--- src/mfls_consts.vh ---
// Constants for the flow, length and size statistics counter bank.
// Assumes a 32-bit classic Wishbone slave on a 50 MHz core clock.
// Function
// - Count every host packet the MAC drops
// - Length error on filtered packet under 64
// - Oversize above 1518/1522/1526 by VLAN tags
// - Long packets: oversize above programmed maximum length
// - Length counts destination address through CRC
// - Runts under 25 bytes may go uncounted
// - Receive counters hold while receive disabled
// - Count valid received resume frames, either address
// - Count valid received pause frames, either address
// - Count every transmitted resume frame
// - Count every transmitted pause frame
// - Transmit pause counters need transmit enable
// - Count matched control frames with bad opcode
// - Pass-control mode counts filter failures too
// - Minimum bin counts good 64-byte packets only
// - One bin per good packet, 65 to 1023
// - Exclude control frames and missed packets
// - 32-bit counters, zero at reset, clear on read
// - Events visible within one microsecond
`ifndef MFLS_CONSTS_VH
`define MFLS_CONSTS_VH

// Counter offsets (byte addresses)
`define MFLS_OFF_HTX_DISCARD 16'h403C
`define MFLS_OFF_RX_LEN_ERR 16'h4040
`define MFLS_OFF_RESUME_RX 16'h4048
`define MFLS_OFF_RESUME_TX 16'h404C
`define MFLS_OFF_PAUSE_RX 16'h4050
`define MFLS_OFF_PAUSE_TX 16'h4054
`define MFLS_OFF_UNSUP_CTRL 16'h4058
`define MFLS_OFF_BIN_MIN 16'h405C
`define MFLS_OFF_BIN_SMALL 16'h4060
`define MFLS_OFF_BIN_MEDIUM 16'h4064
`define MFLS_OFF_BIN_LARGE 16'h4068
`define MFLS_OFF_BIN_XLARGE 16'h406C
// Control and status registers
`define MFLS_OFF_CTRL 16'h4100
`define MFLS_OFF_STATUS 16'h4104

// Control register fields
`define MFLS_CTRL_RX_EN 0
`define MFLS_CTRL_TX_EN 1
`define MFLS_CTRL_LPE 2
`define MFLS_CTRL_PMCF 3
`define MFLS_CTRL_MAXLEN_LSB 16
`define MFLS_CTRL_MAXLEN_MSB 29
`define MFLS_CTRL_RESET 32'h05F2_0000

// Counter reset value and count
`define MFLS_CNT_RESET 32'h0000_0000
`define MFLS_NUM_CNT 12

// Length limits in bytes
`define MFLS_LEN_MIN 14'h0040
`define MFLS_LEN_RUNT 14'h0019
`define MFLS_LEN_MAX0 14'h05EE
`define MFLS_LEN_MAX1 14'h05F2
`define MFLS_LEN_MAX2 14'h05F6
`define MFLS_LEN_BIN1 14'h007F
`define MFLS_LEN_BIN2 14'h00FF
`define MFLS_LEN_BIN3 14'h01FF
`define MFLS_LEN_BIN4 14'h03FF

// Visibility time and clock rate
`define MFLS_VIS_NS 1000
`define MFLS_CLK_NS 20
`define MFLS_VIS_CYC (`MFLS_VIS_NS / `MFLS_CLK_NS)

`endif

--- src/mfls_counters.v ---
// Statistics counter bank: host transmit discards, receive length errors,
// pause/resume frames and the receive size histogram up to 1023 bytes.
// Assumes same-clock event pulses from the MAC paths and a Wishbone master.
`timescale 1ns/1ps
`include "mfls_consts.vh"
`default_nettype none

module mfls_counters (
   input wire clk_i,
   input wire rst_i,
   input wire wb_cyc_i,
   input wire wb_stb_i,
   input wire wb_we_i,
   input wire [15:0] wb_adr_i,
   input wire [3:0] wb_sel_i,
   input wire [31:0] wb_dat_i,
   output reg [31:0] wb_dat_o,
   output reg wb_ack_o,
   input wire tx_discard_i,
   input wire rx_done_i,
   input wire [13:0] rx_len_i,
   input wire [1:0] rx_vlan_tags_i,
   input wire rx_filter_pass_i,
   input wire rx_good_i,
   input wire rx_missed_i,
   input wire rx_is_fc_i,
   input wire rx_fc_addr_match_i,
   input wire rx_fc_type_match_i,
   input wire rx_resume_op_i,
   input wire rx_pause_op_i,
   input wire tx_resume_sent_i,
   input wire tx_pause_sent_i,
   output reg rx_enable_bit_o,
   output reg tx_enable_bit_o,
   output reg long_packet_enable_o,
   output reg pass_mac_control_frames_o,
   output reg [13:0] rx_max_length_limit_o
);

   // Counter indices
   localparam [3:0] C_HTX = 4'h0;
   localparam [3:0] C_LEN = 4'h1;
   localparam [3:0] C_RRX = 4'h2;
   localparam [3:0] C_RTX = 4'h3;
   localparam [3:0] C_PRX = 4'h4;
   localparam [3:0] C_PTX = 4'h5;
   localparam [3:0] C_UNS = 4'h6;
   localparam [3:0] C_B64 = 4'h7;
   localparam [3:0] C_NONE = 4'hF;
   // Control reset image, sliced for the length field
   localparam [31:0] CTRL_RST = `MFLS_CTRL_RESET;

   // Address to counter index decode
   function [3:0] cnt_index;
      input [15:0] adr;
      begin
         case (adr)
            `MFLS_OFF_HTX_DISCARD: cnt_index = 4'h0;
            `MFLS_OFF_RX_LEN_ERR: cnt_index = 4'h1;
            `MFLS_OFF_RESUME_RX: cnt_index = 4'h2;
            `MFLS_OFF_RESUME_TX: cnt_index = 4'h3;
            `MFLS_OFF_PAUSE_RX: cnt_index = 4'h4;
            `MFLS_OFF_PAUSE_TX: cnt_index = 4'h5;
            `MFLS_OFF_UNSUP_CTRL: cnt_index = 4'h6;
            `MFLS_OFF_BIN_MIN: cnt_index = 4'h7;
            `MFLS_OFF_BIN_SMALL: cnt_index = 4'h8;
            `MFLS_OFF_BIN_MEDIUM: cnt_index = 4'h9;
            `MFLS_OFF_BIN_LARGE: cnt_index = 4'hA;
            `MFLS_OFF_BIN_XLARGE: cnt_index = 4'hB;
            default: cnt_index = C_NONE;
         endcase
      end
   endfunction

   reg [31:0] cnt_q [0:`MFLS_NUM_CNT-1];
   reg [`MFLS_NUM_CNT-1:0] ev_q;
   reg [`MFLS_NUM_CNT-1:0] ev_d;
   reg [`MFLS_NUM_CNT-1:0] clr_d;
   reg [3:0] idx_d;
   reg [13:0] len_max_d;
   reg oversize_d;
   reg undersize_d;
   reg hist_ok_d;
   wire bus_req;
   wire rd_cnt;

   assign bus_req = wb_cyc_i & wb_stb_i & ~wb_ack_o;
   assign rd_cnt = bus_req & ~wb_we_i;

   // Oversize threshold from tag count or programmed limit
   always @* begin
      if (long_packet_enable_o) begin
         len_max_d = rx_max_length_limit_o;
      end else begin
         case (rx_vlan_tags_i)
            2'd0: len_max_d = `MFLS_LEN_MAX0;
            2'd1: len_max_d = `MFLS_LEN_MAX1;
            default: len_max_d = `MFLS_LEN_MAX2;
         endcase
      end
   end

   // Event decode; lengths are DA through CRC as given by the MAC
   always @* begin
      ev_d = {`MFLS_NUM_CNT{1'b0}};
      // Runts under 25 bytes are skipped on purpose
      undersize_d = (rx_len_i < `MFLS_LEN_MIN) && (rx_len_i >= `MFLS_LEN_RUNT);
      oversize_d = rx_len_i > len_max_d;
      hist_ok_d = rx_done_i & rx_enable_bit_o & rx_good_i & rx_filter_pass_i
                  & ~rx_is_fc_i & ~rx_missed_i;
      ev_d[C_HTX] = tx_discard_i;
      ev_d[C_LEN] = rx_done_i & rx_enable_bit_o & rx_filter_pass_i
                    & (undersize_d | oversize_d);
      ev_d[C_RRX] = rx_done_i & rx_enable_bit_o & rx_good_i & rx_is_fc_i
                    & rx_fc_addr_match_i & rx_fc_type_match_i & rx_resume_op_i;
      ev_d[C_PRX] = rx_done_i & rx_enable_bit_o & rx_good_i & rx_is_fc_i
                    & rx_fc_addr_match_i & rx_fc_type_match_i & rx_pause_op_i;
      ev_d[C_RTX] = tx_resume_sent_i & tx_enable_bit_o;
      ev_d[C_PTX] = tx_pause_sent_i & tx_enable_bit_o;
      ev_d[C_UNS] = rx_done_i & rx_enable_bit_o & rx_fc_type_match_i
                    & ~rx_resume_op_i & ~rx_pause_op_i
                    & (rx_fc_addr_match_i | pass_mac_control_frames_o);
      ev_d[C_B64] = hist_ok_d & (rx_len_i == `MFLS_LEN_MIN);
      ev_d[8] = hist_ok_d & (rx_len_i > `MFLS_LEN_MIN) & (rx_len_i <= `MFLS_LEN_BIN1);
      ev_d[9] = hist_ok_d & (rx_len_i > `MFLS_LEN_BIN1) & (rx_len_i <= `MFLS_LEN_BIN2);
      ev_d[10] = hist_ok_d & (rx_len_i > `MFLS_LEN_BIN2) & (rx_len_i <= `MFLS_LEN_BIN3);
      ev_d[11] = hist_ok_d & (rx_len_i > `MFLS_LEN_BIN3) & (rx_len_i <= `MFLS_LEN_BIN4);
   end

   // Register the events once, well inside the visibility window
   always @(posedge clk_i) begin
      if (rst_i) begin
         ev_q <= {`MFLS_NUM_CNT{1'b0}};
      end else begin
         ev_q <= ev_d;
      end
   end

   // Which counter a read clears this cycle
   always @* begin
      idx_d = cnt_index(wb_adr_i);
      clr_d = {`MFLS_NUM_CNT{1'b0}};
      if (rd_cnt && idx_d != C_NONE) begin
         clr_d[idx_d] = 1'b1;
      end
   end

   // Counter array: clear on read, increment survives the clear
   genvar gi;
   generate
      for (gi = 0; gi < `MFLS_NUM_CNT; gi = gi + 1) begin : g_cnt
         always @(posedge clk_i) begin
            if (rst_i) begin
               cnt_q[gi] <= `MFLS_CNT_RESET;
            end else if (clr_d[gi]) begin
               cnt_q[gi] <= {31'h0000_0000, ev_q[gi]};
            end else if (ev_q[gi]) begin
               cnt_q[gi] <= cnt_q[gi] + 32'h0000_0001;
            end
         end
      end
   endgenerate

   // Control register with byte-lane writes
   always @(posedge clk_i) begin
      if (rst_i) begin
         rx_enable_bit_o <= 1'b0;
         tx_enable_bit_o <= 1'b0;
         long_packet_enable_o <= 1'b0;
         pass_mac_control_frames_o <= 1'b0;
         rx_max_length_limit_o <= CTRL_RST[`MFLS_CTRL_MAXLEN_MSB:`MFLS_CTRL_MAXLEN_LSB];
      end else if (bus_req && wb_we_i && wb_adr_i == `MFLS_OFF_CTRL) begin
         if (wb_sel_i[0]) begin
            rx_enable_bit_o <= wb_dat_i[`MFLS_CTRL_RX_EN];
            tx_enable_bit_o <= wb_dat_i[`MFLS_CTRL_TX_EN];
            long_packet_enable_o <= wb_dat_i[`MFLS_CTRL_LPE];
            pass_mac_control_frames_o <= wb_dat_i[`MFLS_CTRL_PMCF];
         end
         if (wb_sel_i[2]) begin
            rx_max_length_limit_o[7:0] <= wb_dat_i[23:16];
         end
         if (wb_sel_i[3]) begin
            rx_max_length_limit_o[13:8] <= wb_dat_i[29:24];
         end
      end
   end

   // Bus answer: one-cycle ack, unmapped reads return zero
   always @(posedge clk_i) begin
      if (rst_i) begin
         wb_ack_o <= 1'b0;
         wb_dat_o <= 32'h0000_0000;
      end else begin
         wb_ack_o <= bus_req;
         wb_dat_o <= 32'h0000_0000;
         if (rd_cnt) begin
            if (idx_d != C_NONE) begin
               wb_dat_o <= cnt_q[idx_d];
            end else if (wb_adr_i == `MFLS_OFF_CTRL) begin
               wb_dat_o <= {2'b00, rx_max_length_limit_o, 12'h000, pass_mac_control_frames_o,
                            long_packet_enable_o, tx_enable_bit_o, rx_enable_bit_o};
            end else if (wb_adr_i == `MFLS_OFF_STATUS) begin
               wb_dat_o <= {20'h00000, ev_q};
            end
         end
      end
   end

endmodule // mfls_counters
`default_nettype wire

--- config.mk ---
export PLATFORM = sky130hd
export DESIGN_NAME = mfls_counters
export DESIGN_NICKNAME = d
export VERILOG_FILES = /design/src/mfls_counters.v
export VERILOG_INCLUDE_DIRS = /design/src
export SDC_FILE = /design/constraint.sdc
export NUM_CORES = 1
export LEC_CHECK = 0
export ABC_CLOCK_PERIOD_IN_PS = 6400
export BUFFER_PORTS_ARGS = -buffer_cell sky130_fd_sc_hd__buf_4
export CAP_MARGIN = 20
export CORE_MARGIN = 4
export CORE_UTILIZATION = 40
export DETAILED_ROUTE_END_ITERATION = 16
export PLACE_DENSITY = 0.66
export SLEW_MARGIN = 20
export SYNTH_ARGS = -nofsm -noshare
export SYNTH_HDL_FRONTEND = slang
export SYNTH_SLANG_ARGS = --single-unit
--- constraint.sdc ---
create_clock -name clk_i -period 6.4 [get_ports clk_i]
set_input_delay 0.32 -clock clk_i [delete_from_list [all_inputs] [get_ports clk_i]]
set_output_delay 0.32 -clock clk_i [all_outputs]
set_load 0.01 [all_outputs]
==> impl_metrics.json <==
{
  "yosys.area_share.simple": 0.233,
  "max_stage_delay_ns": 0.92,
  "synth_top_cell_area_share": 0.459,
  "antenna_found_initial": 5,
  "critPathMaxFanout": 47,
  "slew_headroom": 0.269,
  "drt_first_pass_iters": 10,
  "reg2reg_from": "wb_ack_o$_SDFF_PP0_",
  "crit_arrival_ns": 4.18,
  "synth.yosys.warnings": 0,
  "hold_path_depth": 3,
  "cpMaxStageDelayCell": "nor4b_1",
  "peakVddDrop_mv": 0.202,
  "cp_cell_sequence": "buf_4, nor4b_1, nand4_1, o22ai_1, and3_2, buf_12, a22o_1, a21oi_1, o221ai_1, or3_1",
  "seqPwrFrac": 0.511,
  "ys_ff_latch": 447,
  "p_int_mw": 5.08,
  "hold_violations": 0,
  "die-area_um2": 66800,
  "grt_pass1_vias": 19707,
  "drive_gt1_frac": 0.0916,
  "synthTopCellsByArea": "edfxtp_1 (46%), xor2_1 (7.8%), nor2_1 (7.1%), dfxtp_1 (5.0%), xnor2_1 (4.2%)",
  "htree_levels": 2,
  "r2r_setup_slack_ns": 3.32,
  "clock-sinks": 447,
  "drt_iter0_drc": 2771,
  "initial_utilization": 0.405,
  "hp-start": "wb_dat_i[29]",
  "yosysTopAreaCell": "edfxtp_1",
  "cap_violations": 0,
  "synth-seq-area-share": 0.510,
  "seqCellArea_um2": 12800,
  "grt_overflow": 0,
  "root_buffer": "clkbuf_16",
  "fin_ws_ns": 2.73,
  "final_antenna_net_count": 0,
  "synth-async-reset-ratio": 0,
  "skew_ns": 0.0179,
  "worstSetupPathType": "primary input to flip-flop",
  "period_share": 0.573,
  "placed_cells": 3445,
  "cts_buffers": 49,
  "cts_hold_buf": 29,
  "grt_first_pass_wirelength_um": 118000,
  "io_buffers": 120,
  "required_ns": 6.92,
  "mostFrequentLayoutCell": "nor2_1",
  "multiInputGateArea_um2": 11800,
  "worst_slew_pin_slew_ns": 1.08,
  "drc": 0,
  "crit_path_start_kind": "primary input",
  "dp_slack_ns": 1.88,
  "ios": 136,
  "dp_hpwl_um": 57100,
  "rsz0062_at_grt": "no",
  "p_sw_frac": 0.231,
  "hp-class": "primary input to flip-flop",
  "synthMuxAreaShare": 0.00359,
  "power_leakage_nw": 9.72,
  "cts_tree": "built",
  "die_y_um": 259,
  "max_freq_ghz": 0.273,
  "fin_crit_ns": 3.67,
  "avgSynthCellArea_um2": 9.83,
  "synth-xor-area-share": 0.120,
  "setup_viol": 0,
  "totalPowerFinal_mw": 6.60,
  "die_w_um": 259,
  "cts.repair.resized": 0,
  "core_um2": 61900,
  "pwr-share-clk": 0.447,
  "diodes": 0,
  "stdcell_count": 3565,
  "synth_fa_ha_area_frac": 0.0130,
  "reg2regPathDepth": 10,
  "drt-total-wl_um": 78000,
  "syn_nets": 2666,
  "netlist_instances": 2555,
  "nets": 2799,
  "grt_max_degree": 51,
  "reg2reg_to": "wb_dat_o[5]$_SDFF_PP0_",
  "routabilityCongestion": 0.952,
  "synth_flop_cell": "edfxtp_1",
  "clk_path_buf_depth": 3,
  "post_cts_buffers": 0,
  "fp-row-count": 91,
  "final_cell_mix": "nor2_1 (475), edfxtp_1 (384), nand2_1 (251), xor2_1 (225), nand3_1 (173)",
  "crit_path_start": "wb_adr_i[13]",
  "combPwrFrac": 0.042,
  "p_per_area_nw_per_um2": 228,
  "crit_path_end_kind": "flip-flop",
  "synth.distinct_cells": 60,
  "switchingPower_mw": 1.52,
  "synth-edff-count": 384,
  "worstSetupEndpoint": "wb_dat_o[0]$_SDFF_PP0_",
  "status": "complete, no violations",
  "drv_slew": 0,
  "synth_top_family_by_area": "simple AND/OR/NAND/NOR gates",
  "clk-insertion-delay-late_ns": 0.61,
  "clk_pin_slew_ns": 0.06,
  "setup_tns_ns": 0,
  "post_drt_wl_per_cell_um": 21.9,
  "grt_usage": 0.225,
  "netlist_area_um2": 25100,
  "fillCellCount": 5794,
  "vias": 20846,
  "synthToLayoutAreaGrowth_pct": 15.2,
  "via_per_inst": 5.85,
  "post-route-util": 0.467,
  "synth_compound_area_frac": 0.0986
}
-- synthesized netlist by cell type (15+ instances only) --
cell      count
xnor2_1     119
a22o_1       45
nand3_1     174
and2_1       25
a21oi_1     101
nand2_1     251
nand4_1      62
clkbuf_1     73
dfxtp_1      63
a22oi_1      51
nand2b_1     28
a222oi_1     38
edfxtp_1    384
buf_2        25
ha_1         26
and4_1       29
xor2_1      225
nor4_1       15
o21ai_0      43
and3_1       75
inv_1        31
or3_1        23
nor2_1      476
nor3_1       43
-- critical path: cells and delay by family --
family / cells / cell delay, ns
compound gates: 4 / 1.06
buf+inv: 2 / 0.46
simple gates: 4 / 2.30
-- layer usage --
metal	wire length, um	track usage	vias up	part of all wire
met3	8040	0.0515	164	0.10
li1	-	-	9555	-
met5	32	0	-	0.00041
met1	32000	0.311	10075	0.41
met2	34800	0.347	1048	0.45
met4	3140	0.0849	4	0.040
-- stage by stage --
step           hold slack [ns]  cell area (um^2)
5_1_grt                 0.0341             28900
3_3_place_gp             0.510             26900
2_1_floorplan            0.398             25100
3_5_place_dp             0.502             27000
4_1_cts               0.000711             28900
6_report                0.0285             28900
-- worst min-delay path by stage --
stage,to,slack (ns)
after floorplan,ev_q[7]$_SDFF_PP0_,0.40
after global placement,rx_max_length_limit_o[11]$_SDFFE_PP0P_,0.51
after detailed placement,rx_max_length_limit_o[11]$_SDFFE_PP0P_,0.50
after CTS,tx_enable_bit_o$_SDFFE_PP0P_,0.0007
after global routing,rx_enable_bit_o$_SDFFE_PP0P_,0.03
final,rx_max_length_limit_o[13]$_SDFFE_PP0P_,0.03
-- flip-flops by register name, indices dropped and copies added (netlist names) --
| signal | cells |
|---|---|
| wb_dat_o | 32 |
| wb_ack_o | 1 |
| long_packet_enable_o | 1 |
| rx_max_length_limit_o | 14 |
| tx_enable_bit_o | 1 |
| rx_enable_bit_o | 1 |
| ev_q | 12 |
| pass_mac_control_frames_o | 1 |
| cnt_q | 384 |
-- power by group through the flow --
stage          Sequential (mW)  Clock [mW]  Combinational, mW
6_report                  3.38        2.95              0.276
5_1_grt                   3.39        3.10              0.301
4_1_cts                   3.37        2.98              0.273
3_5_place_dp              3.43           0              0.258
3_3_place_gp              3.43           0              0.251
2_1_floorplan             3.39           0              0.161
-- final cells by class --
cell class / count / share of cell area
multi-input combinational: 1974 / 0.409
clock inverter: 21 / 0.00792
clock buffer: 70 / 0.0491
inverter: 31 / 0.00402
sequential: 447 / 0.442
timing repair buffer: 185 / 0.0514
tap: 837 / 0.0362
-- cell families after synthesis --
logic type                 count (synthesis)
xor gates and xnor gates                 344
DFF                                      447
and+or+nand+nor                         1245
muxes                                      9
AOI/OAI and AO/OA                        350
buffers and inverters                    134
adders and majority gates                 26
(Power assumes the default switching activity.)
